==> config.mk <==
export PLATFORM = sky130hd
export DESIGN_NAME = smc_standby_ctrl
export DESIGN_NICKNAME = d
export VERILOG_FILES = /design/src/smc_pkg.sv /design/src/smc_standby_ctrl.sv
export SDC_FILE = /design/constraint.sdc
export NUM_CORES = 1
export LEC_CHECK = 0
export ABC_AREA = 1
export ABC_CLOCK_PERIOD_IN_PS = 1900
export BUFFER_PORTS_ARGS = -buffer_cell sky130_fd_sc_hd__buf_4
export CAP_MARGIN = 0
export CORE_ASPECT_RATIO = 1.5
export CORE_UTILIZATION = 35
export DETAILED_ROUTE_END_ITERATION = 7
export PLACE_DENSITY = 0.7
export SLEW_MARGIN = 5
export SYNTH_ARGS = -nofsm -noshare
export SYNTH_HDL_FRONTEND = slang
export SYNTH_SLANG_ARGS = --single-unit
==> constraint.sdc <==
create_clock -name core_clk_i -period 1.9 [get_ports core_clk_i]
set_clock_uncertainty 0.15 [all_clocks]
set_input_delay 0.095 -clock core_clk_i [delete_from_list [all_inputs] [get_ports core_clk_i]]
set_output_delay 0.095 -clock core_clk_i [all_outputs]
set_load 0.1 [all_outputs]
==> src/smc_pkg.sv <==
// standby mode controller package: mode codes, request/wake carriers, reset stretch
// assumes a single 20 MHz core clock domain
package smc_pkg;

    localparam int unsigned CLK_HZ = 20_000_000;
    // reset stretch after any reset source falls away, in nanoseconds
    localparam int unsigned RST_STRETCH_NS = 1000;
    localparam int unsigned RST_STRETCH_CYC =
        (RST_STRETCH_NS * (CLK_HZ / 1_000_000) + 999) / 1000;
    localparam logic [7:0] RST_STRETCH_VAL = 8'(RST_STRETCH_CYC);

    // standby request codes from the processor core
    localparam logic [1:0] REQ_NONE = 2'h0;
    localparam logic [1:0] REQ_IDLE = 2'h1;
    localparam logic [1:0] REQ_DEEP_HOLD = 2'h2;
    localparam logic [1:0] REQ_XTAL_HOLD = 2'h3;

    typedef enum logic [1:0] {
        SMC_RUN = 2'b00,
        SMC_IDLE = 2'b01,
        SMC_DEEP = 2'b11,
        SMC_XTAL = 2'b10
    } smc_state_type;

    // wake and interrupt sources
    typedef struct packed {
        logic ext_irq_pin_a;
        logic ext_irq_pin_b;
        logic ext_irq_pin_c;
        logic ext_irq_pin_e;
        logic ext_irq_pin_f;
        logic port0_irq;
        logic base_timer_irq;
        logic usb_bus_active_irq;
        logic other_irq;
    } smc_wake_type;

    // oscillator and clock-gate enables
    typedef struct packed {
        logic pll_en;
        logic ceramic_oscillator_en;
        logic rc_osc_en;
        logic xtal_osc_en;
        logic cpu_clk_en;
        logic periph_clk_en;
        logic base_timer_clk_en;
    } smc_clk_type;

endpackage : smc_pkg

==> src/smc_standby_ctrl.sv <==
// standby and reset sequencer: idle, deep hold and crystal hold modes
// assumes wake sources from pins are already synchronised; irqs from peripherals are on core_clk_i
// a standby request is taken only in run while no reset source is active
module smc_standby_ctrl (
    input wire logic core_clk_i,
    input wire logic rstn_i,
    input wire logic reset_pin_n_i,
    input wire logic watchdog_rst_i,
    input wire logic low_voltage_detector_i,
    input wire logic low_voltage_enable_i,
    input wire logic por_active_i,
    input wire logic [1:0] standby_req_i,
    input wire logic standby_req_valid_i,
    input wire logic level_detect_a_i,
    input wire logic level_detect_b_i,
    input wire smc_pkg::smc_wake_type wake_i,
    input wire logic [6:0] run_clk_en_i,
    output logic sys_rst_o,
    output logic cpu_halted_o,
    output logic resume_irq_o,
    output smc_pkg::smc_clk_type clk_en_o,
    output logic [1:0] mode_o
);

    smc_pkg::smc_state_type state_reg;
    smc_pkg::smc_state_type state_next;
    logic [1:0] rpin_sync_reg;
    logic [1:0] lv_sync_reg;
    logic por_seen_reg;
    logic [7:0] stretch_reg;
    logic xtal_frozen_reg;
    logic resume_reg;
    smc_pkg::smc_clk_type clk_reg;
    smc_pkg::smc_clk_type run_clk;
    smc_pkg::smc_clk_type clk_next;
    logic pin_rst;
    logic por_rst;
    logic lv_rst;
    logic rst_src;
    logic pin_a_wake;
    logic pin_b_wake;
    logic irq_wake;
    logic any_irq;
    logic hold_wake;
    logic xtal_wake;

    assign run_clk = smc_pkg::smc_clk_type'(run_clk_en_i);

    // reset pin is asynchronous; two flops before use
    always_ff @(posedge core_clk_i or negedge rstn_i) begin
        if (!rstn_i) begin
            rpin_sync_reg <= 2'h3;
        end else begin
            rpin_sync_reg <= {rpin_sync_reg[0], reset_pin_n_i};
        end
    end

    // the detector is asynchronous too and may chatter near its threshold
    always_ff @(posedge core_clk_i or negedge rstn_i) begin
        if (!rstn_i) begin
            lv_sync_reg <= 2'h0;
        end else begin
            lv_sync_reg <= {lv_sync_reg[0], low_voltage_detector_i};
        end
    end

    // power-on source is honoured once; later pulses are ignored
    always_ff @(posedge core_clk_i or negedge rstn_i) begin
        if (!rstn_i) begin
            por_seen_reg <= 1'b0;
        end else if (!por_active_i) begin
            por_seen_reg <= 1'b1;
        end
    end

    // power-on source is not synchronised: it only matters while the clock starts
    assign pin_rst = !rpin_sync_reg[1];
    assign por_rst = por_active_i && !por_seen_reg;
    assign lv_rst = low_voltage_enable_i && lv_sync_reg[1];
    assign rst_src = pin_rst || watchdog_rst_i || por_rst || lv_rst;

    // edge-mode requests on pins a and b never wake a hold mode
    assign pin_a_wake = wake_i.ext_irq_pin_a && level_detect_a_i;
    assign pin_b_wake = wake_i.ext_irq_pin_b && level_detect_b_i;
    assign hold_wake = pin_a_wake || pin_b_wake
        || wake_i.ext_irq_pin_c || wake_i.ext_irq_pin_e || wake_i.ext_irq_pin_f
        || wake_i.port0_irq || wake_i.usb_bus_active_irq;
    assign xtal_wake = hold_wake || wake_i.base_timer_irq;
    assign any_irq = |wake_i;

    // reset stretched so the core sees a clean restart; a settling monitor is traded
    // for a fixed count, so very slow supplies need a longer stretch
    always_ff @(posedge core_clk_i or negedge rstn_i) begin
        if (!rstn_i) begin
            stretch_reg <= smc_pkg::RST_STRETCH_VAL;
        end else if (rst_src) begin
            stretch_reg <= smc_pkg::RST_STRETCH_VAL;
        end else if (stretch_reg != 8'h00) begin
            stretch_reg <= stretch_reg - 8'h01;
        end
    end

    // requests count only in run; the hold modes leave through wakes alone
    always_comb begin
        state_next = state_reg;
        unique case (state_reg)
            smc_pkg::SMC_RUN: begin
                if (standby_req_valid_i) begin
                    unique case (standby_req_i)
                        smc_pkg::REQ_IDLE: state_next = smc_pkg::SMC_IDLE;
                        smc_pkg::REQ_DEEP_HOLD: state_next = smc_pkg::SMC_DEEP;
                        smc_pkg::REQ_XTAL_HOLD: state_next = smc_pkg::SMC_XTAL;
                        smc_pkg::REQ_NONE: state_next = smc_pkg::SMC_RUN;
                    endcase
                end
            end
            smc_pkg::SMC_IDLE: if (any_irq) state_next = smc_pkg::SMC_RUN;
            smc_pkg::SMC_DEEP: if (hold_wake) state_next = smc_pkg::SMC_RUN;
            smc_pkg::SMC_XTAL: if (xtal_wake) state_next = smc_pkg::SMC_RUN;
        endcase
    end

    // any reset source forces run state; restart comes from sys_rst_o
    always_ff @(posedge core_clk_i or negedge rstn_i) begin
        if (!rstn_i) begin
            state_reg <= smc_pkg::SMC_RUN;
        end else if (rst_src) begin
            state_reg <= smc_pkg::SMC_RUN;
        end else begin
            state_reg <= state_next;
        end
    end

    // only an interrupt wake resumes; a reset wake restarts from scratch instead
    assign irq_wake = !rst_src && state_reg != smc_pkg::SMC_RUN
        && state_next == smc_pkg::SMC_RUN;

    // interrupt wake flags the core to resume and service the request
    always_ff @(posedge core_clk_i or negedge rstn_i) begin
        if (!rstn_i) begin
            resume_reg <= 1'b0;
        end else begin
            resume_reg <= irq_wake;
        end
    end

    // crystal state captured at crystal hold entry and held throughout
    always_ff @(posedge core_clk_i or negedge rstn_i) begin
        if (!rstn_i) begin
            xtal_frozen_reg <= 1'b0;
        end else if (state_reg == smc_pkg::SMC_RUN) begin
            xtal_frozen_reg <= run_clk.xtal_osc_en;
        end
    end

    // enables for the mode about to be entered; low-speed rc is an output here too,
    // taken from run_clk in run and idle and cleared in both hold modes
    always_comb begin
        clk_next = run_clk;
        unique case (state_next)
            smc_pkg::SMC_RUN: begin
                clk_next = run_clk;
            end
            smc_pkg::SMC_IDLE: begin
                // idle gates only the cpu; oscillators stay as they were
                clk_next = run_clk;
                clk_next.cpu_clk_en = 1'b0;
            end
            smc_pkg::SMC_DEEP: begin
                clk_next = '0;
            end
            smc_pkg::SMC_XTAL: begin
                clk_next = '0;
                if (state_reg == smc_pkg::SMC_XTAL) begin
                    clk_next.xtal_osc_en = xtal_frozen_reg;
                end else begin
                    clk_next.xtal_osc_en = run_clk.xtal_osc_en;
                end
                clk_next.base_timer_clk_en = 1'b1;
            end
        endcase
        // a reset source hands control straight back to the run enables
        if (rst_src) begin
            clk_next = run_clk;
        end
    end

    always_ff @(posedge core_clk_i or negedge rstn_i) begin
        if (!rstn_i) begin
            clk_reg <= '0;
        end else begin
            clk_reg <= clk_next;
        end
    end

    assign sys_rst_o = rst_src || (stretch_reg != 8'h00);
    assign cpu_halted_o = (state_reg != smc_pkg::SMC_RUN);
    assign resume_irq_o = resume_reg;
    assign clk_en_o = clk_reg;
    assign mode_o = state_reg;

endmodule : smc_standby_ctrl

==> reports/metrics.yaml, run 1 <==
routing:
  wl_per_cell_um: 10.7
  wl_um: 2480
  first_pass_iters: 4
  routed_via_density: 4.45
  via_count: 1029
  drc_errors: 0
  first_iter_violations: 7
  drtAntennaViolNets: 0
final_layout:
  layout.nets: 224
  stdcell_count: 231
  largest_reg_flops: 8
  drive_above_1_share_pct: 35.6
  layout_common_cells: "buf_4, nand2_1, inv_1"
  area_growth_pct: 48.8
  diodes: 0
  final_common_cell: "buf_4"
  stdcell_area_um2: 1730
sta:
  final_min_period_over_clock_period_pct: 97.1
  clock.fmax_ghz: 0.542
  worst_pin_slew_ns: 0.346
  finalSetupViolations: 0
  period_needed_ns: 1.85
  tns_ns: 0
  slew_headroom_pct: 76.7
  worst_hold_slack_ns: 0.102
  maxSlewViolCount: 0
  hold_viol: 0
cts:
  cts_buffer_depth: 2
  cts-root-buf: "clkbuf_8"
  h-tree-depth: 1
  clock_latency_ns: 0.26
  cts_sinks: 24
  cts_buffers: 3
  clkTransAtPathRegs_ns: 0.08
  cts_tree: "done"
global_routing:
  antenna_found_initial: 0
  track_usage_pct: 15.1
  grt_pass1_wl_um: 4120
  grt_start_max_net_pins: 25
  grt_pass1_vias: 1009
  grt_overflow: 0
job:
  cap_violations: 0
power:
  power_mw: 1.14
  vdd_drop_max_uv: 487
  p_leak_nw: 0.866
  cellPowerDensity_nw_per_um2: 658
floorplan:
  ioPinCount: 40
  die_w_um: 49.0
  rows: 25
  start_util_pct: 36.8
  die-area_um2: 3560
  fp.dieH_um: 72.5
  core_area_um2: 3160
place:
  dp_hpwl_um: 1910
  io_buffer_count: 39
  routabilityCongestion: 0.808
  dpl.cell_count: 215
  dpl_cell_area_um2: 1530
worst_setup_path:
  critPathKind: "flop to output pin"
  crit_path_start_kind: "flop"
  arrival_ns: 1.60
  critPathCaptureType: "output pin"
  cpPeakStageDelay_ns: 0.43
  cp_cell_sequence: "inv_2 -> ha_4 -> nand3_2 -> nor2_4 -> nand2_2 -> nor2_4 -> inv_2 -> buf_12"
  path_max_fanout: 5
  worst_path_max_delay_cell: "dfrtp_1"
  required_ns: 1.65
yosys:
  syn_inst: 136
  post_synth.cell_area_avg_um2: 8.54
  netlist_area_um2: 1160
  synth-seq-cells: 24
  synth_cell_types: 21
  synth-seq-area-share_pct: 52.2
  ys_warn_count: 0
  syn_nets: 168
outcome:
  status: "finished clean"
hold_path:
  hold_path_class: "input port to flop"
## per-layer routing
layer  GRT usage, %  wire length [um]
met1           15.1               884
met2           30.6              1500
met3           2.10                49
met4           5.88                40
met5              0                 0
## stage by stage
stage          utilization (%)  setup WS [ns]
2_1_floorplan                -        -0.0746
4_1_cts                   54.4         0.0170
6_report                  54.7         0.0543
3_3_place_gp              48.3          0.270
5_1_grt                   54.7        -0.0164
3_5_place_dp              48.3          0.199
## where the power goes
group | total (mW) | switching [mW] | internal [mW]
logic | 0.256 | 0.163 | 0.0930
clock network | 0.333 | 0.148 | 0.185
registers | 0.548 | 0.0121 | 0.536
## synthesized netlist by cell type, drive strengths merged
master / number / share of area (%)
a21boi: 1 / 0.65
a21oi: 7 / 4.0
dfrtp: 20 / 43
dfstp: 4 / 9.1
ha: 4 / 4.3
inv: 27 / 8.7
nand2: 29 / 9.6
nand3: 9 / 5.2
nand4: 1 / 0.54
nor2: 22 / 8.6
nor3: 3 / 1.3
o211ai: 1 / 1.1
o21ai: 6 / 2.6
o22ai: 1 / 0.54
xnor2: 1 / 0.75
## worst paths after layout
kind | slack [ns] | depth (start not counted) | endpoint | start
setup / recovery | 0.05 | 8 | sys_rst_o | stretch_reg[0]$_DFFE_PN0P_
max in group asynchronous | 1.21 | 2 | rpin_sync_reg[1]$_DFF_PN1_ | rstn_i
min in group asynchronous | 0.11 | 2 | resume_irq_o$_DFF_PN0_ | rstn_i
hold reg to reg | 0.20 | 0 | lv_sync_reg[1]$_DFF_PN0_ | lv_sync_reg[0]$_DFF_PN0_
hold / removal | 0.10 | 4 | stretch_reg[6]$_DFFE_PN0P_ | watchdog_rst_i
setup reg to reg | 0.26 | 10 | stretch_reg[7]$_DFFE_PN0P_ | stretch_reg[0]$_DFFE_PN0P_
## kinds of logic (layout without fill, tap and decap cells)
kind of cell	after synthesis	count (layout)	share of synthesized area [%]
AND/OR/NAND/NOR	64	64	25.2
adder cells (fa/ha/maj)	4	4	4.31
buffers and inverters	27	82	8.73
AO/OA/AOI/OAI	16	16	8.84
XOR/XNOR	1	1	0.754
flip-flops	24	24	52.2
## final cells by class
class	instances	area, um2
clock buffers	4	55.1
fillers	295	1430
inverters	27	105
multi-input cells	85	482
flip-flops and latches	24	613
well taps	40	50.0
repair buffers	51	423
## worst max-delay path: cells and delay by family, from the launching register on
family,cells,cell delay (ns)
adder cells (fa/ha/maj),1,0.15
buffers and inverters,3,0.31
flip-flops,1,0.43
AND/OR/NAND/NOR,4,0.43
## repair_timing
item                       4_1_cts  5_1_grt
hold endpoints to repair        35        0
setup endpoints to repair        1        1
pin swaps                        1        0
buffers inserted                 1        0
resized for setup                4        5
hold buffers                    11        0
Power figures use the tool's default switching activity.
==> run 2: changes to the inputs <==
--- a/config.mk
+++ b/config.mk
@@ -5,7 +5,6 @@
 export SDC_FILE = /design/constraint.sdc
 export NUM_CORES = 1
 export LEC_CHECK = 0
-export ABC_AREA = 1
 export ABC_CLOCK_PERIOD_IN_PS = 1900
 export BUFFER_PORTS_ARGS = -buffer_cell sky130_fd_sc_hd__buf_4
 export CAP_MARGIN = 0
==> run 2 against run 1 <==
Net effect:
- the flow now finishes with violations (negative setup slack)
- first-iteration DRC count decreased by 14%
- final area up 4.6%
- hold slack improved by 0.0085 ns
- maximum frequency fell by 12%
- synthesized cell count decreased by 26%
- final cell count decreased by 11%
- critical path depth is 4 lower
- worst setup slack lost 0.26 ns
- largest power group unchanged
==> reports/metrics.yaml, run 2 <==
global_routing:
  grt_overflow: 0  # unchanged
  grt_pass1_wl_um: 4130  # was 4120 um
  track_usage_pct: 16.5  # was 15.1%
  grt_start_max_net_pins: 25  # unchanged
  antenna_found_initial: 0  # unchanged
  grt_pass1_vias: 1044  # was 1009
routing:
  drtAntennaViolNets: 0  # unchanged
  first_pass_iters: 4  # unchanged
  routed_via_density: 4.70  # was 4.45
  wl_per_cell_um: 11.7  # was 10.7 um
  first_iter_violations: 6  # was 7
  via_count: 964  # was 1029
  drc_errors: 0  # unchanged
  wl_um: 2410  # was 2480 um
worst_setup_path:
  path_max_fanout: 2  # was 5
  required_ns: 1.65  # about the same
  critPathCaptureType: "output pin"  # unchanged
  crit_path_start_kind: "flop"  # unchanged
  critPathKind: "flop to output pin"  # unchanged
  arrival_ns: 1.86  # was 1.60 ns
  reg2reg_depth: 7  # was 10
cts:
  clkTransAtPathRegs_ns: 0.07  # was 0.08 ns
  cts_sinks: 24  # unchanged
  h-tree-depth: 1  # unchanged
  cts-root-buf: "clkbuf_8"  # unchanged
  cts_buffers: 3  # unchanged
  clock_latency_ns: 0.26  # about the same
  cts_buffer_depth: 2  # unchanged
  cts_tree: "done"  # unchanged
yosys:
  netlist_top_cells_area: "dfrtp_1, dfstp_2, ha_1"  # was dfrtp_1, dfstp_2, nand2_1
  syn_inst: 100  # was 136
  synth_edf_count: 0  # unchanged
  synth_cell_types: 36  # was 21
  netlist.area_leader.share_pct: 44.5  # was 43.1%
  synth_top_cell_by_area: "dfrtp_1"  # unchanged
  yosys-top-cells-count: "dfrtp_1, nor2_1, inv_1, nor2b_1, nand2_1"  # was nand2_1, inv_1, dfrtp_1
  synth-seq-area-share_pct: 53.9  # was 52.2%
  netlist_area_um2: 1120  # was 1160 um2
  synth.most_common_cell: "dfrtp_1"  # was nand2_1
  syn_nets: 132  # was 168
  ys_warn_count: 0  # unchanged
  synth-seq-cells: 24  # unchanged
  post_synth.cell_area_avg_um2: 11.2  # was 8.54 um2
  ys_dominant_reg_cell: "dfrtp_1"  # unchanged
  async_flop_share_pct: 100  # unchanged
sta:
  fin_ws_ns: -0.209  # was 0.0543 ns
  hold_viol: 0  # unchanged
  tns_ns: -1.20  # was 0 ns
  clock.fmax_ghz: 0.474  # was 0.542 GHz
  rsz0062_at_grt: "true"
  finalSetupViolations: 8  # was 0
  period_needed_ns: 2.11  # was 1.85 ns
  worst_pin_slew_ns: 0.342  # was 0.346 ns
  slew_headroom_pct: 76.9  # was 76.7%
  maxSlewViolCount: 0  # unchanged
  final_min_period_over_clock_period_pct: 111  # was 97.1%
job:
  cap_violations: 0  # unchanged
floorplan:
  fp.dieH_um: 71.4  # was 72.5 um
  core_area_um2: 2970  # was 3160 um2
  rows: 24  # was 25
  start_util_pct: 37.8  # was 36.8%
  die_w_um: 48.3  # was 49.0 um
  die-area_um2: 3450  # was 3560 um2
  ioPinCount: 40  # unchanged
power:
  p_leak_nw: 0.819  # was 0.866 nW
  vdd_drop_max_uv: 297  # was 487 uV
  cellPowerDensity_nw_per_um2: 607  # was 658 nW/um2
final_layout:
  diodes: 0  # unchanged
  layout.nets: 199  # was 224
  drive_above_1_share_pct: 47.6  # was 35.6%
  final_common_cell: "buf_4"  # unchanged
  num-fill-cells: 245  # was 295
  area_growth_pct: 60.9  # was 48.8%
  layout_common_cells: "buf_4, dfrtp_1, nor2_1, dlygate4sd3_1"  # was buf_4, nand2_1, inv_1
  largest_reg_flops: 8  # unchanged
place:
  routabilityCongestion: 0.701  # was 0.808
  io_buffer_count: 39  # unchanged
  dp_hpwl_um: 1700  # was 1910 um
  dp_worst_setup_slack_ns: -0.0328  # was 0.199 ns
outcome:
  violations: "negative setup slack"
  status: "finished with violations"  # was finished clean
hold_path:
  hold_path_class: "input port to async pin"  # was input port to flop
==> run 2: cell count changes after synthesis, sizes merged, moves of 4 or more <==
cell	change
o21ai	-5
nor2	-9
nor2b	+6
nand2	-24
inv	-21
a21oi	-7
nand3	-8
nand2b	+4
==> run 2: layout make-up <==
cell class / count / area, um2 / share of cell area (%)
clock buffer: 4 / 45.0 / 2.49
inverter: 6 / 22.5 / 1.25
multi-input combinational: 68 / 549 / 30.4
tap: 39 / 48.8 / 2.70
timing repair buffer: 64 / 532 / 29.4
sequential: 24 / 611 / 33.8
==> run 2: metal layers <==
layer | wire length [um] | GRT usage (%) | share of wire, %
met3 | 102 | 3.78 | 4.2
met2 | 1400 | 31.3 | 58
met5 | 0 | 0 | 0
met4 | 0 | 4.32 | 0
met1 | 899 | 16.4 | 37
==> run 2: path summary, 6_finish.rpt <==
path,start,end,slack (ns)
worst max-delay path,stretch_reg[3]$_DFFE_PN0P_,sys_rst_o,-0.21
worst min-delay path,rstn_i,stretch_reg[1]$_DFFE_PN0P_,0.11
worst max register to register,stretch_reg[3]$_DFFE_PN0P_,stretch_reg[2]$_DFFE_PN1P_,-0.20
worst min register to register,lv_sync_reg[0]$_DFF_PN0_,lv_sync_reg[1]$_DFF_PN0_,0.21
max in group asynchronous,rstn_i,stretch_reg[4]$_DFFE_PN1P_,1.21
min in group core_clk_i,watchdog_rst_i,stretch_reg[7]$_DFFE_PN0P_,0.14
==> run 2: through the flow <==
step           util [%]  hold slack, ns  total power [mW]  cell area, um2  std cells
6_report           60.8           0.110              1.10            1810        205
5_1_grt            60.8           0.161              1.15            1810        205
2_1_floorplan         -          -0.351             0.690            1140        100
3_3_place_gp       51.2          -0.149             0.780            1520        183
4_1_cts            59.8           0.115              1.10            1780        204
3_5_place_dp       51.2          -0.143             0.785            1520        183
==> run 2: cell families (layout without fill, tap and decap cells) <==
group | Yosys count | after routing | synth area share (%)
AND/OR/NAND/NOR | 44 | 44 | 22.9
flip-flops | 24 | 24 | 53.9
AO/OA/AOI/OAI | 12 | 12 | 8.46
buffers and inverters | 8 | 74 | 3.34
adder cells (fa/ha/maj) | 4 | 4 | 4.45
XOR/XNOR | 4 | 4 | 3.12
multiplexers | 4 | 4 | 3.79
==> run 2: critical path, stage by stage (launching register included) <==
cell and delay (ns):
dfrtp_1 0.38, or3_4 0.39, or4_4 0.42, or2_4 0.25
buf_12 0.16
==> run 2: power breakdown <==
part / leakage [nW] / switching (mW) / internal [mW] / total (mW)
sequential: 0.288 / 0.00954 / 0.534 / 0.544
clock: 0.0228 / 0.144 / 0.149 / 0.293
combinational: 0.508 / 0.152 / 0.108 / 0.260
==> run 2: what timing repair did <==
item                                    4_1_cts  5_1_grt
gates resized for setup                      12        5
pin swaps                                     2        6
setup buffers                                 6        2
endpoints found under the setup margin        4       10
hold endpoints to repair                     35        0
hold buffers                                 11        0
==> run 3: changes to the inputs <==
--- a/config.mk
+++ b/config.mk
@@ -12,6 +12,7 @@
 export CORE_UTILIZATION = 35
 export DETAILED_ROUTE_END_ITERATION = 7
 export PLACE_DENSITY = 0.7
+export RECOVER_POWER = 50
 export SLEW_MARGIN = 5
 export SYNTH_ARGS = -nofsm -noshare
 export SYNTH_HDL_FRONTEND = slang
==> run 3 against run 2 <==
Net effect:
- the run still ends with negative setup slack left
- final cell count unchanged
- power down 0.15%
- worst setup slack better by 0.0014 ns
- sequential power about the same
- final area down 0.21%
- sequential cell count unchanged
- maximum frequency about the same
- critical endpoint unchanged
==> reports/metrics.yaml, run 3 (synthesis gave the netlist of run 2 again) <==
cts:
  clkTransAtPathRegs_ns: 0.08  # was 0.07 ns
  cts_sinks: 24  # unchanged
  cts-root-buf: "clkbuf_8"  # unchanged
  clock_latency_ns: 0.26  # about the same
  h-tree-depth: 1  # unchanged
  cts_buffer_depth: 2  # unchanged
  cts_buffers: 3  # unchanged
  cts_tree: "done"  # unchanged
worst_setup_path:
  reg2reg_depth: 7  # unchanged
  path_depth: 4  # unchanged
  cp_cell_sequence: "or3_4 -> or4_4 -> or2_4 -> buf_12"  # unchanged
  path_max_fanout: 2  # unchanged
  required_ns: 1.65  # about the same
  arrival_ns: 1.86  # about the same
  crit_path_start_kind: "flop"  # unchanged
  cp_top_family: "simple AND/OR/NAND/NOR gates"  # unchanged
  rrSetupSlack_ns: -0.20  # about the same
  worst_path_max_delay_cell: "or4_4"  # unchanged
  cpPeakStageDelay_ns: 0.42  # about the same
  critPathKind: "flop to output pin"  # unchanged
  rr_endpoint: "stretch_reg[2]$_DFFE_PN1P_"  # unchanged
  cp_num_buf_inv: 1  # unchanged
  regToRegStartpoint: "stretch_reg[3]$_DFFE_PN0P_"  # unchanged
  critPathCaptureType: "output pin"  # unchanged
place:
  io_buffer_count: 39  # unchanged
  dp_hpwl_um: 1700  # unchanged
  dp_worst_setup_slack_ns: -0.0328  # unchanged
  routabilityCongestion: 0.701  # unchanged
sta:
  worst_pin_slew_ns: 1.24  # was 0.342 ns
  rsz0062_at_grt: "true"  # unchanged
  clock.fmax_ghz: 0.474  # about the same
  maxSlewViolCount: 0  # unchanged
  period_needed_ns: 2.11  # about the same
  finalSetupViolations: 8  # unchanged
  slew_headroom_pct: 17.6  # was 76.9%
  hold_viol: 0  # unchanged
  tns_ns: -1.20  # about the same
  final_min_period_over_clock_period_pct: 111  # about the same
  fin_ws_ns: -0.208  # was -0.209 ns
final_layout:
  num-fill-cells: 247  # was 245
  final_common_cell: "buf_4"  # unchanged
  layout_common_cells: "buf_4, dfrtp_1, nor2_1, dlygate4sd3_1"  # unchanged
  largest_reg_flops: 8  # unchanged
  layout.nets: 199  # unchanged
  drive_above_1_share_pct: 47.0  # was 47.6%
  area_growth_pct: 60.6  # was 60.9%
  diodes: 0  # unchanged
global_routing:
  grt_pass1_wl_um: 4130  # unchanged
  grt_start_max_net_pins: 25  # unchanged
  antenna_found_initial: 0  # unchanged
  grt_pass1_vias: 1044  # unchanged
  track_usage_pct: 16.5  # unchanged
  grt_overflow: 0  # unchanged
routing:
  routed_via_density: 4.69  # was 4.70
  first_pass_iters: 4  # unchanged
  drtAntennaViolNets: 0  # unchanged
  drc_errors: 0  # unchanged
  via_count: 962  # was 964
  first_iter_violations: 6  # unchanged
  wl_per_cell_um: 11.7  # about the same
  wl_um: 2400  # was 2410 um
outcome:
  status: "finished with violations"  # unchanged
  violations: "negative setup slack"  # unchanged
floorplan:
  ioPinCount: 40  # unchanged
  die_w_um: 48.3  # unchanged
  core_area_um2: 2970  # unchanged
  rows: 24  # unchanged
  start_util_pct: 37.8  # unchanged
  die-area_um2: 3450  # unchanged
  fp.dieH_um: 71.4  # unchanged
hold_path:
  hold_path_depth: 4
  hold_path_class: "input port to flop"  # was input port to async pin
  hp-start: "watchdog_rst_i"
  whs_endpoint: "stretch_reg[7]$_DFFE_PN0P_"
job:
  cap_violations: 0  # unchanged
power:
  p_leak_nw: 0.815  # was 0.819 nW
  vdd_drop_max_uv: 296  # was 297 uV
  cellPowerDensity_nw_per_um2: 607  # about the same
==> run 3: cell count changes in the layout (fill, tap and decap cells not counted) <==
cell	previous run	this run
buf_4	49	46
clkbuf_4	0	2
clkbuf_1	1	2
==> run 3: worst max-delay path by stage <==
stage	start	to	slack (ns)
finish	stretch_reg[3]$_DFFE_PN0P_	sys_rst_o	-0.21
CTS	stretch_reg[3]$_DFFE_PN0P_	sys_rst_o	-0.21
detailed placement	stretch_reg[3]$_DFFE_PN0P_	stretch_reg[4]$_DFFE_PN1P_	-0.03
floorplan	mode_o[1]$_DFF_PN0_	clk_en_o[0]$_DFF_PN0_	-0.14
global placement	stretch_reg[3]$_DFFE_PN0P_	sys_rst_o	0.01
global route	stretch_reg[3]$_DFFE_PN0P_	sys_rst_o	-0.25
==> run 3: area by class of cell <==
type | count | area (um2) | area share, %
timing repair buffer | 64 | 528 | 29.3
inverter | 6 | 22.5 | 1.25
clock buffer | 4 | 45.0 | 2.50
sequential | 24 | 611 | 33.8
tap | 39 | 48.8 | 2.70
multi-input combinational | 68 | 549 | 30.4
==> run 3: worst min-delay path: stages <==
cell,delay [ns]
buf_4,0.07
nand4b_1,0.09
buf_4,0.20
nor2_1,0.05
==> run 3: stage by stage <==
step	hold WS (ns)	power (mW)	util [%]	instance area (um2)	instances
finish	0.144	1.10	60.7	1800	205
global route	0.161	1.15	60.7	1800	205
CTS	0.115	1.10	59.8	1780	204
detailed placement	-0.143	0.785	51.2	1520	183
global placement	-0.149	0.780	51.2	1520	183
floorplan	-0.351	0.690	-	1140	100
==> run 3: timing repair <==
action | 4_1_cts | 5_1_grt
hold buffers | 11 | 0
pin swaps | 2 | 6
setup endpoints to repair | 4 | 10
hold endpoints to repair | 35 | 0
setup buffers | 6 | 2
gates resized for setup | 12 | 5
==> run 3: power by group <==
part / total [mW] / leakage (nW) / switching, mW / internal, mW
clock network: 0.293 / 0.0228 / 0.144 / 0.149
logic: 0.259 / 0.504 / 0.152 / 0.107
registers: 0.544 / 0.288 / 0.00955 / 0.534
==> run 3: per-layer routing <==
metal  wire length [um]  vias up  track usage, %
met5                  0        -               0
li1                   -      471               -
met4                  0        0            4.32
met1                888      461            16.4
met2               1410       30            31.3
met3                102        0            3.78
